--- config.mk ---
export PLATFORM = sky130hd
export DESIGN_NAME = flash_reset_host
export DESIGN_NICKNAME = d
export VERILOG_FILES = /design/src/flash_reset_pkg.sv /design/src/pin_sync3.sv /design/src/flash_reset_host.sv
export SDC_FILE = /design/constraint.sdc
export NUM_CORES = 1
export LEC_CHECK = 0
export BUFFER_PORTS_ARGS = -buffer_cell sky130_fd_sc_hd__buf_2
export CORE_MARGIN = 2
export CORE_UTILIZATION = 54
export DETAILED_ROUTE_END_ITERATION = 16
export PLACE_DENSITY_LB_ADDON = 0.25
export SYNTH_ARGS = -nofsm -noshare
export SYNTH_HDL_FRONTEND = slang
export SYNTH_SLANG_ARGS = --single-unit
--- constraint.sdc ---
create_clock -name CLK -period 1.8 [get_ports CLK]
set_input_delay 0.18 -clock CLK [delete_from_list [all_inputs] [get_ports CLK]]
set_output_delay 0.18 -clock CLK [all_outputs]
set_load 0.005 [all_outputs]
--- src/flash_reset_pkg.sv ---
// constants for the host-side flash reset sequencer
// assumes a 100 MHz system clock (10 ns period)
package flash_reset_pkg;
    localparam int CLK_PERIOD_NS = 10;
    // supply setup times, microseconds
    localparam int CORE_SUPPLY_SETUP_US = 300;
    localparam int IO_SUPPLY_SETUP_US = 300;
    // warm reset duration, microseconds
    localparam int WARM_INIT_DURATION_US = 35;
    // reset low pulse minimum, nanoseconds
    localparam int INIT_PULSE_MIN_NS = 200;
    // reset high to select minimum, nanoseconds
    localparam int INIT_HIGH_TO_SELECT_NS = 50;
    // least times round up to whole cycles
    localparam int COLD_CYC =
        (CORE_SUPPLY_SETUP_US * 1000 + CLK_PERIOD_NS - 1) / CLK_PERIOD_NS;
    localparam int WARM_CYC =
        (WARM_INIT_DURATION_US * 1000 + CLK_PERIOD_NS - 1) / CLK_PERIOD_NS;
    localparam int PULSE_CYC =
        (INIT_PULSE_MIN_NS + CLK_PERIOD_NS - 1) / CLK_PERIOD_NS;
    localparam int HIGH_CYC =
        (INIT_HIGH_TO_SELECT_NS + CLK_PERIOD_NS - 1) / CLK_PERIOD_NS;
    localparam int CNT_W = 16;
    // reset value of the sequencer's cycle counter
    localparam logic [15:0] CNT_RST = 16'h0000;

    typedef enum logic [2:0] {
        ST_POWER   = 3'b000,
        ST_PULSE   = 3'b001,
        ST_WARM    = 3'b010,
        ST_HIGH    = 3'b011,
        ST_READY   = 3'b100,
        ST_WAITRDY = 3'b101
    } seq_state_t;
endpackage : flash_reset_pkg

--- src/pin_sync3.sv ---
// three-stage synchroniser for a pin from outside the clock domain
// output changes only once the second and third stages agree
`timescale 1ns/1ps
module pin_sync3 (
    input wire logic CLK,
    input wire logic RSTN,
    input wire logic PIN,
    output logic LEVEL
);
    logic [2:0] stage_r;
    logic [2:0] stage_nxt;
    logic level_r;
    logic level_nxt;

    always_comb begin
        stage_nxt = {stage_r[1:0], PIN};
        level_nxt = (stage_r[1] == stage_r[2]) ? stage_r[2] : level_r;
    end

    // pins idle high; reset value high avoids a false busy/low reading
    always_ff @(posedge CLK) begin
        if (!RSTN) begin
            stage_r <= 3'h7;
            level_r <= 1'b1;
        end else begin
            stage_r <= stage_nxt;
            level_r <= level_nxt;
        end
    end

    assign LEVEL = level_r;
endmodule : pin_sync3

--- src/flash_reset_host.sv ---
// host-side reset sequencer for an asynchronous parallel nor flash
// drives the flash reset and chip-select pins; watches ready_busy_n.
// the read/write engine behind it may select at any time; CE_N is held high here until READY.
`timescale 1ns/1ps
module flash_reset_host (
    input wire logic CLK,
    input wire logic RSTN,
    input wire logic WARM_REQ,
    input wire logic ACCESS_CE_N,
    input wire logic READY_BUSY_N,
    output logic RESET_N,
    output logic CE_N,
    output logic READY,
    output logic BUSY_SEEN,
    output logic TIMEOUT_ERR
);
    ////////////////////////////////////////////////////////////////////////
    // synchronised ready/busy pin
    logic rdy_lvl;

    pin_sync3 u_rdy_sync (
        .CLK(CLK),
        .RSTN(RSTN),
        .PIN(READY_BUSY_N),
        .LEVEL(rdy_lvl)
    );

    ////////////////////////////////////////////////////////////////////////
    // sequencer state
    flash_reset_pkg::seq_state_t state_r;
    flash_reset_pkg::seq_state_t state_nxt;
    logic [15:0] cnt_r;
    logic [15:0] cnt_nxt;
    logic [15:0] total_r;
    logic [15:0] total_nxt;
    logic rst_n_r;
    logic rst_n_nxt;
    logic ready_r;
    logic ready_nxt;
    logic busy_seen_r;
    logic busy_seen_nxt;
    logic tmo_r;
    logic tmo_nxt;
    logic cold_done_r;
    logic cold_done_nxt;

    localparam logic [15:0] COLD_N = 16'(flash_reset_pkg::COLD_CYC);
    localparam logic [15:0] WARM_N = 16'(flash_reset_pkg::WARM_CYC);
    localparam logic [15:0] PULSE_N = 16'(flash_reset_pkg::PULSE_CYC);
    localparam logic [15:0] HIGH_N = 16'(flash_reset_pkg::HIGH_CYC);

    function automatic logic reached(input logic [15:0] c,
                                     input logic [15:0] lim);
        reached = (c >= lim - 16'h0001);
    endfunction : reached

    always_comb begin
        state_nxt = state_r;
        cnt_nxt = cnt_r + 16'h0001;
        total_nxt = (total_r == 16'hFFFF) ? total_r : total_r + 16'h0001;
        rst_n_nxt = rst_n_r;
        ready_nxt = 1'b0;
        busy_seen_nxt = busy_seen_r;
        tmo_nxt = tmo_r;
        cold_done_nxt = cold_done_r;
        case (state_r)
            // hold reset low through the whole cold interval; flash
            // ignores it then, but warm time is counted past setups
            flash_reset_pkg::ST_POWER: begin
                rst_n_nxt = 1'b0;
                if (reached(cnt_r, COLD_N)) begin
                    state_nxt = flash_reset_pkg::ST_WARM;
                    cnt_nxt = flash_reset_pkg::CNT_RST;
                end
            end
            flash_reset_pkg::ST_PULSE: begin
                rst_n_nxt = 1'b0;
                if (reached(cnt_r, PULSE_N)) begin
                    state_nxt = flash_reset_pkg::ST_WARM;
                    cnt_nxt = flash_reset_pkg::CNT_RST;
                end
            end
            // keep reset low until the whole warm time has passed,
            // so the reset low time alone (pulse plus warm state) always covers the warm duration
            flash_reset_pkg::ST_WARM: begin
                rst_n_nxt = 1'b0;
                if (reached(cnt_r, WARM_N)) begin
                    state_nxt = flash_reset_pkg::ST_HIGH;
                    cnt_nxt = flash_reset_pkg::CNT_RST;
                    rst_n_nxt = 1'b1;
                end
            end
            flash_reset_pkg::ST_HIGH: begin
                rst_n_nxt = 1'b1;
                if (reached(cnt_r, HIGH_N)) begin
                    state_nxt = flash_reset_pkg::ST_WAITRDY;
                    total_nxt = flash_reset_pkg::CNT_RST;
                end
            end
            // a cold rerun can take the full cold time; bound the wait
            flash_reset_pkg::ST_WAITRDY: begin
                if (rdy_lvl) begin
                    state_nxt = flash_reset_pkg::ST_READY;
                    cold_done_nxt = 1'b1;
                end else if (reached(total_r, COLD_N)) begin
                    tmo_nxt = 1'b1;
                    cold_done_nxt = 1'b0;
                    state_nxt = flash_reset_pkg::ST_READY;
                end
            end
            flash_reset_pkg::ST_READY: begin
                ready_nxt = 1'b1;
                if (WARM_REQ) begin
                    state_nxt = flash_reset_pkg::ST_PULSE;
                    cnt_nxt = flash_reset_pkg::CNT_RST;
                    ready_nxt = 1'b0;
                    rst_n_nxt = 1'b0;
                    tmo_nxt = 1'b0;
                    busy_seen_nxt = 1'b0;
                end
            end
            default: begin
                state_nxt = flash_reset_pkg::ST_POWER;
                cnt_nxt = flash_reset_pkg::CNT_RST;
            end
        endcase
        // set after the request clear, so a busy seen then is kept
        if (!rdy_lvl) begin
            busy_seen_nxt = 1'b1;
        end
    end

    always_ff @(posedge CLK) begin
        if (!RSTN) begin
            state_r <= flash_reset_pkg::ST_POWER;
            cnt_r <= flash_reset_pkg::CNT_RST;
            total_r <= flash_reset_pkg::CNT_RST;
            rst_n_r <= 1'b0;
            ready_r <= 1'b0;
            busy_seen_r <= 1'b0;
            tmo_r <= 1'b0;
            cold_done_r <= 1'b0;
        end else begin
            state_r <= state_nxt;
            cnt_r <= cnt_nxt;
            total_r <= total_nxt;
            rst_n_r <= rst_n_nxt;
            ready_r <= ready_nxt;
            busy_seen_r <= busy_seen_nxt;
            tmo_r <= tmo_nxt;
            cold_done_r <= cold_done_nxt;
        end
    end

    ////////////////////////////////////////////////////////////////////////
    // chip select: forced high until ready, so the first access after
    // reset is always a fresh high-to-low edge
    logic ce_n_r;
    logic ce_n_nxt;

    always_comb begin
        // a warm request closes select at once, never low under reset
        ce_n_nxt = (ready_r && ready_nxt) ? ACCESS_CE_N : 1'b1;
    end

    always_ff @(posedge CLK) begin
        if (!RSTN) begin
            ce_n_r <= 1'b1;
        end else begin
            ce_n_r <= ce_n_nxt;
        end
    end

    assign RESET_N = rst_n_r;
    assign CE_N = ce_n_r;
    assign READY = ready_r;
    assign BUSY_SEEN = busy_seen_r;
    assign TIMEOUT_ERR = tmo_r;
endmodule : flash_reset_host

==> results of run 1 <==
==> metrics by stage <==
stage / utilization / instance area (um2)
after global placement: 0.689 / 2580
after floorplan: - / 2180
after global routing: 0.748 / 2800
after CTS: 0.719 / 2690
final: 0.748 / 2800
after detailed placement: 0.689 / 2580
==> layer usage <==
layer | share of wire | wire length [um] | vias to the layer above | GRT usage
li1 | - | - | 971 | -
met1 | 0.46 | 2290 | 933 | 0.290
met2 | 0.49 | 2410 | 49 | 0.389
met3 | 0.043 | 214 | 3 | 0.0557
met4 | 0.0063 | 31 | 0 | 0.0689
met5 | 0 | 0 | - | 0
==> path summary, 6_finish.rpt <==
path                     end  slack, ps  depth (start not counted)
hold reg to reg         CE_N        420                          1
setup / recovery  state_r[2]        -40                          7
setup reg to reg  state_r[2]        -40                          7
hold / removal          CE_N         80                          2
==> cell type report <==
type | instances | area [um2]
Multi-Input combinational cell | 183 | 1270
Fill cell | 281 | 942
Sequential cell | 44 | 890
Timing Repair Buffer | 63 | 474
Clock buffer | 6 | 72.6
Tap cell | 48 | 60.1
Inverter | 8 | 30.0
Clock inverter | 1 | 5.00
==> flip-flops by register name, indices dropped and copies added, names as in the netlist <==
register and count:
state_r 3, READY 1, total_r 16, BUSY_SEEN 1, cnt_r 16, TIMEOUT_ERR 1, u_rdy_sync.stage_r 3, u_rdy_sync.LEVEL 1
RESET_N 1, CE_N 1
==> critical path, cell delays in order, from the launching register on <==
cell and delay, ps:
dfxtp_1 340, nor4_4 310, nand3_1 180, o22ai_2 160
a211oi_2 70, a221o_1 410, buf_12 190, a21oi_1 110
==> cells in the final DEF (no fill, tap or decap), types with 9 or more instances in the layout <==
| cell type | count |
|---|---|
| buf_4 | 51 |
| dfxtp_1 | 39 |
| nor2_1 | 32 |
| nand2_1 | 20 |
| nand3_1 | 13 |
| xnor2_1 | 12 |
| xor2_1 | 12 |
| a21oi_1 | 10 |
| buf_2 | 9 |
==> synthesized netlist by cell type (all sizes together), types with 2 or more instances <==
cell | count | area (um2)
inv | 8 | 30.0
nand4 | 8 | 50.1
buf | 7 | 58.8
and3 | 6 | 37.5
nor4 | 4 | 37.5
a21oi | 11 | 55.1
nand3 | 16 | 80.1
clkbuf | 2 | 7.51
nand3b | 4 | 30.0
a211oi | 4 | 40.0
xor2 | 12 | 105
mux2i | 3 | 30.0
nand2b | 3 | 18.8
nor3 | 8 | 40.0
xnor2 | 13 | 114
ha | 3 | 37.5
o21ai | 7 | 38.8
dfxtp | 44 | 881
nor2 | 43 | 226
nand2 | 20 | 75.1
==> what timing repair did <==
| action | 4_1_cts | 5_1_grt |
|---|---|---|
| gates resized for setup | 6 | 14 |
| pin swaps | 7 | 14 |
| endpoints found under the hold margin | 0 | 0 |
| setup buffers | 1 | 6 |
| setup endpoints to repair | 28 | 32 |
==> power by group through the flow <==
stage | clock network, W | logic [W] | registers (W)
2_1_floorplan | 0 | 0.0000560 | 0.00102
3_3_place_gp | 0 | 0.0000912 | 0.00102
3_5_place_dp | 0 | 0.0000933 | 0.00102
4_1_cts | 0.000597 | 0.0000957 | 0.000999
5_1_grt | 0.000637 | 0.000114 | 0.00100
6_report | 0.000590 | 0.000104 | 0.000999
==> cells by family (layout without fill, tap and decap cells) <==
logic type               count (synthesis)  count (layout)  synth area share
AO/OA/AOI/OAI                           30              30            0.0962
XOR/XNOR                                25              25             0.102
adder cells (fa/ha/maj)                  3               3            0.0175
buffers and inverters                   17              78            0.0449
flip-flops                              44              44             0.410
multiplexers                             3               3            0.0140
AND/OR/NAND/NOR                        122             122             0.315
==> reports/summary.txt, run 1 <==
Post-synth EDFFs = 0
Fmax achieved = 544 MHz
Synth Warn # = 0
Max Root-Sink Buffers = 2
Area grow syn2layout = 30.5%
Gpl congestion = 0.813
Die Span X = 67.1 um
Synth Instances = 244
Max-slew violation count = 0
DIE AREA = 4500 um2
Sequential Power Share = 0.590
Iteration count of the initial detailed-routing pass = 4
Fin crit share = 1.02
WHS = 78.7 ps
PortBufs = 9
Prevailing post-synth register cell = dfxtp_1
CTS sink cnt = 44
Sequential area share after synthesis = 0.410
Vias in the first global route = 1817
CP Max Fanout = 9
Latest clock arrival within the worst-skew pair = 300 ps
Worst slew pin tran = 334 ps
Critical path endpoint category = register
CTS tree = yes
CP Launch Type = register
Synth Register Bits = 44
Fin crit period = 1840 ps
Final Skew = 7.92 ps
DP Wirelength = 3310 um
Hold Crit Start = ACCESS_CE_N
Inserted Clock Buffers = 5
Clk pwr share = 0.349
Via count = 1956
Post-synthesis cell type count = 47
Final setup vio count = 14
Post-Synthesis Cell Area = 2150 um2
Final worst-path setup slack = -38.9 ps
Sw frac = 0.231
Worst IR drop on VDD = 0.000406 V
Post-placement cell count = 339
P_sw = 0.000392 W
Root Buffer = clkbuf_8
Logic pwr share = 0.061
Initial antenna violation count = 0
Worst Hold Class = in2reg
Drt drc = 0
Arrival time at the worst endpoint = 2070 ps
Final Hold Viols = 0
Ys async rst share = 0
DRT antenna net count = 0
H-tree depth = 2
FF-to-FF Start = cnt_r[14]
Iteration-0 DRC Markers = 143
Max Cap Violations = 0
Leakage = 1.10 nW
Syn Area/Cell = 8.80 um2
Fin cells = 353
Post-Syn Nets = 252
RSZ-0062 raised after global routing = true
Die Y = 67.1 um
Core Area = 3740 um2
Clock slew at reported path FFs = 80 ps
Gr usage total = 0.231
Dpl ws = -95.9 ps
Violated checks = setup timing
Setup_tns = -154 ps
Layout cells sized above 1 = 0.354
Pwr Density = 604 nW/um2
Initial core utilization = 0.574
Routed wire length = 4940 um
Hold_buf cts = 0
Maximum number of pins on one net before global-route repair = 17
Congestion Overflow GR = 0
Status = complete, but fails checks
Wire per inst = 14.0 um
Global-route wire length before repair = 7920 um
Worst setup path class = reg2reg
Drt via density = 5.54
Int Pwr = 0.00130 W
Final Net Count = 313
Critical Path Start = cnt_r[14]
# diodes = 0
Rel. slew slack = 0.776
Worst EP required = 2030 ps
Core Rows = 22
I/O Pins = 10
Total power = 0.00169 W
No activity file was read; power rests on OpenSTA's default activity.
==> run 2, diff against run 1 <==
==> constraint.sdc (replaced) <==
create_clock -name CLK -period 1.8 [get_ports CLK]
set_input_delay 0.54 -clock CLK [delete_from_list [all_inputs] [get_ports CLK]]
set_output_delay 0.54 -clock CLK [all_outputs]
set_load 0.005 [all_outputs]
==> reports/summary.txt, run 2 (synthesis results as in run 1) <==
Status = complete, but fails checks
Violated checks = setup timing
Gr usage total = 0.242
Worst slew pin tran = 326 ps
I/O Pins = 10
CTS sink cnt = 44
RSZ-0062 raised after global routing = true
Die Span X = 67.1 um
Worst Hold Path Cells = 1
Regs by FF count = cnt_r: 16 flops, total_r: 16 flops
Max Root-Sink Buffers = 2
Iteration-0 DRC Markers = 110
Fill count = 268
Fin crit period = 1900 ps
H-tree depth = 2
Sequential Power Share = 0.570
Final setup vio count = 19
Most common cell after layout, fill and taps aside = buf_4
Inserted Clock Buffers = 5
Core Area = 3740 um2
Max Cap Violations = 0
P_sw = 0.000399 W
Root Buffer = clkbuf_8
Fmax achieved = 528 MHz
Gpl congestion = 0.841
Drt drc = 0
Footprint of the multi-input gates = 1260 um2
Fin cells = 358
Logic pwr share = 0.063
DIE AREA = 4500 um2
Global-route wire length before repair = 8200 um
Die Y = 67.1 um
Area grow syn2layout = 33.2%
Final Skew = 3.07 ps
PortBufs = 9
Final Hold Viols = 0
Pwr Density = 614 nW/um2
CP Launch Type = register
Commonest cells after routing, fill and taps aside = 52 x buf_4, 38 x dfxtp_1, 30 x nor2_1
Hold_buf cts = 0
Core Rows = 22
Layout cells sized above 1 = 0.358
Maximum number of pins on one net before global-route repair = 17
WHS = 414 ps
Rel. slew slack = 0.782
Int Pwr = 0.00136 W
Leakage = 1.13 nW
Final worst-path setup slack = -95.2 ps
CP Max Fanout = 8
CTS tree = yes
Clk pwr share = 0.366
Congestion Overflow GR = 0
Hold Crit Start = u_rdy_sync.stage_r[0]
Fin crit share = 1.05
Worst EP required = 2040 ps
Worst setup path class = reg2reg
Drt via density = 5.59
Post-placement cell count = 339
Routed wire length = 5340 um
Dpl ws = -68.2 ps
Max-slew violation count = 0
FF-to-FF Start = cnt_r[0]
DP Wirelength = 3330 um
Final Net Count = 317
Wire per inst = 14.9 um
Total placed instance area = 2580 um2
Worst Hold Class = reg2reg
Initial core utilization = 0.574
Sw frac = 0.227
Iteration count of the initial detailed-routing pass = 4
Reg2Reg Depth = 9
Critical Path Start = cnt_r[0]
Initial antenna violation count = 0
DRT antenna net count = 0
Post-Layout Inst Area = 2860 um2
Critical path endpoint category = register
Vias in the first global route = 1795
Worst IR drop on VDD = 0.000375 V
Latest clock arrival within the worst-skew pair = 300 ps
Via count = 2001
Arrival time at the worst endpoint = 2140 ps
Clock slew at reported path FFs = 80 ps
Register area = 891 um2
# diodes = 0
Setup_tns = -1300 ps
[run 2: area by class of cell]
class,count,area share
Tap cell,48,0.0210
Sequential cell,44,0.312
Clock buffer,8,0.0315
Timing Repair Buffer,67,0.185
Inverter,8,0.0105
Multi-Input combinational cell,183,0.440
[run 2: through the flow]
stage	total power, W	util
finish	0.00175	0.764
detailed placement	0.00112	0.689
global placement	0.00111	0.689
floorplan	0.00108	-
CTS	0.00176	0.735
global route	0.00181	0.764
[run 2: path summary, 6_finish.rpt]
check / to / slack, ps
max: cnt_r[5] / -100
max reg2reg: cnt_r[5] / -100
min reg2reg: u_rdy_sync.stage_r[1] / 410
min: u_rdy_sync.stage_r[1] / 410
[run 2: power by group through the flow]
stage               Combinational [W]  Sequential (W)  Clock (W)
detailed placement          0.0000936         0.00102          0
floorplan                   0.0000560         0.00102          0
global placement            0.0000916         0.00102          0
global route                 0.000122         0.00100   0.000682
CTS                          0.000110        0.000999   0.000649
finish                       0.000111         0.00100   0.000643
[run 2: repair_timing]
item,in CTS,in global routing
gates cloned,1,1
setup endpoints to repair,22,35
resized for setup,7,17
hold endpoints to repair,0,0
pin swaps,10,12
buffers inserted,4,6
[run 2: critical path, stage by stage (launching register included)]
cell and delay, ps:
dfxtp_2 340, ha_4 170, o211ai_1 230, a211oi_2 140
nor2_1 140, a211oi_2 90, a221o_1 350, buf_6 140
buf_12 140, nor2_1 90
[run 2: layer usage]
| metal | GRT usage | wire length [um] |
|---|---|---|
| met1 | 0.312 | 2420 |
| met2 | 0.387 | 2590 |
| met3 | 0.0625 | 252 |
| met5 | 0 | 0 |
| met4 | 0.0893 | 74 |
==> run 3, diff against run 2 <==
--- a/config.mk
+++ b/config.mk
@@ -10,6 +10,7 @@
 export CORE_UTILIZATION = 54
 export DETAILED_ROUTE_END_ITERATION = 16
 export PLACE_DENSITY_LB_ADDON = 0.25
+export RECOVER_POWER = 25
 export SYNTH_ARGS = -nofsm -noshare
 export SYNTH_HDL_FRONTEND = slang
 export SYNTH_SLANG_ARGS = --single-unit
==> reports/summary.txt, run 3 (synthesis results as in run 1) <==
Worst EP required = 2040 ps
Pwr Density = 614 nW/um2
Worst slew pin tran = 403 ps
I/O Pins = 10
Cell Chain, Critical Path = ha_4, o211ai_1, a211oi_2, nor2_1, a211oi_2, a221o_1, buf_6, buf_12, nor2_1
Latest clock arrival within the worst-skew pair = 300 ps
End-of-flow core utilization = 0.762
Layout cells sized above 1 = 0.352
Final Skew = 3.88 ps
Die Span X = 67.1 um
Arrival time at the worst endpoint = 2140 ps
Leakage = 1.12 nW
Worst setup path class = reg2reg
Worst path bufs/invs = 2
Final setup vio count = 19
Via count = 1974
FF-to-FF Start = cnt_r[0]
Global-route wire length before repair = 8200 um
Iteration count of the initial detailed-routing pass = 4
Delay of the slowest critical-path stage = 350 ps
Core Rows = 22
Congestion Overflow GR = 0
Area grow syn2layout = 32.9%
Initial core utilization = 0.574
Max-slew violation count = 0
Slowest-stage cell, CP = a221o_1
Clock slew at reported path FFs = 80 ps
PortBufs = 9
DP Wirelength = 3330 um
Gpl congestion = 0.841
Hold Crit Start = u_rdy_sync.stage_r[0]
Maximum number of pins on one net before global-route repair = 17
Initial antenna violation count = 0
Fin crit period = 1900 ps
CTS tree = yes
Final worst-path setup slack = -99.7 ps
DIE AREA = 4500 um2
Fin crit share = 1.06
DRT antenna net count = 0
Fmax achieved = 526 MHz
Inserted Clock Buffers = 5
Critical Path Start = cnt_r[0]
Final Hold Viols = 0
Iteration-0 DRC Markers = 127
Routed wire length = 5330 um
Worst IR drop on VDD = 0.000375 V
# diodes = 0
CP Max Fanout = 8
Critical path endpoint category = register
Commonest cells after routing, fill and taps aside = 51 x buf_4, 38 x dfxtp_1, 30 x nor2_1
Violated checks = setup timing
Vias in the first global route = 1795
Largest delay contributor family on the critical path = compound AO/OA/AOI/OAI gates
Root Buffer = clkbuf_8
Gr usage total = 0.242
Core Area = 3740 um2
Drt drc = 0
Final Net Count = 317
Die Y = 67.1 um
CP Launch Type = register
Hold_buf cts = 0
RSZ-0062 raised after global routing = true
Drt via density = 5.51
Max Root-Sink Buffers = 2
Most common cell after layout, fill and taps aside = buf_4
WHS = 415 ps
Max Cap Violations = 0
Regs by FF count = cnt_r: 16 flops, total_r: 16 flops
Wire per inst = 14.9 um
Rel. slew slack = 0.731
Worst Hold Class = reg2reg
Status = complete, but fails checks
CTS sink cnt = 44
H-tree depth = 2
run 3: changes by cell type in the layout (fill, tap and decap cells not counted), sizes merged:
cell	change
buf	-2
clkbuf	+2
run 3: power breakdown:
part	total, W	switching (W)	internal [W]	leakage [nW]
combinational	0.000109	0.0000560	0.0000534	0.717
clock	0.000643	0.000330	0.000313	0.0455
sequential	0.00100	0.0000129	0.000988	0.359
total	0.00175	0.000399	0.00135	1.12
run 3: layer usage:
| layer | wire [um] | global-route usage |
|---|---|---|
| met1 | 2400 | 0.312 |
| met2 | 2580 | 0.387 |
| met3 | 275 | 0.0625 |
| met4 | 66 | 0.0893 |
| met5 | 0 | 0 |
run 3: cell type report:
type / instances / area [um2]
sequential: 44 / 891
timing repair buffer: 67 / 524
tap: 48 / 60.1
inverter: 8 / 30.0
fill: 271 / 890
multi-input combinational: 183 / 1260
clock buffer: 8 / 90.1
run 3: repair_timing:
item | in CTS | in global routing
pin swaps | 10 | 12
setup buffers | 4 | 6
endpoints found under the setup margin | 22 | 35
resized for setup | 7 | 17
gates cloned | 1 | 1
run 3: worst paths after layout:
kind                            to  slack (ps)  cells past startpoint
max                       cnt_r[5]        -100                      9
min          u_rdy_sync.stage_r[1]         410                      1
max reg2reg               cnt_r[5]        -100                      9
min reg2reg  u_rdy_sync.stage_r[1]         410                      1
run 3: per-stage QoR:
| stage | instance area (um2) | TNS [ps] | setup slack, ps | std cells | total power [W] |
|---|---|---|---|---|---|
| after floorplan | 2180 | 0 | 5.03 | 244 | 0.00108 |
| after global placement | 2580 | -45.9 | -26.8 | 339 | 0.00111 |
| after detailed placement | 2580 | -777 | -68.2 | 339 | 0.00112 |
| after CTS | 2750 | -1650 | -96.8 | 352 | 0.00176 |
| after global routing | 2850 | -3950 | -214 | 358 | 0.00180 |
| final | 2850 | -1370 | -99.7 | 358 | 0.00175 |
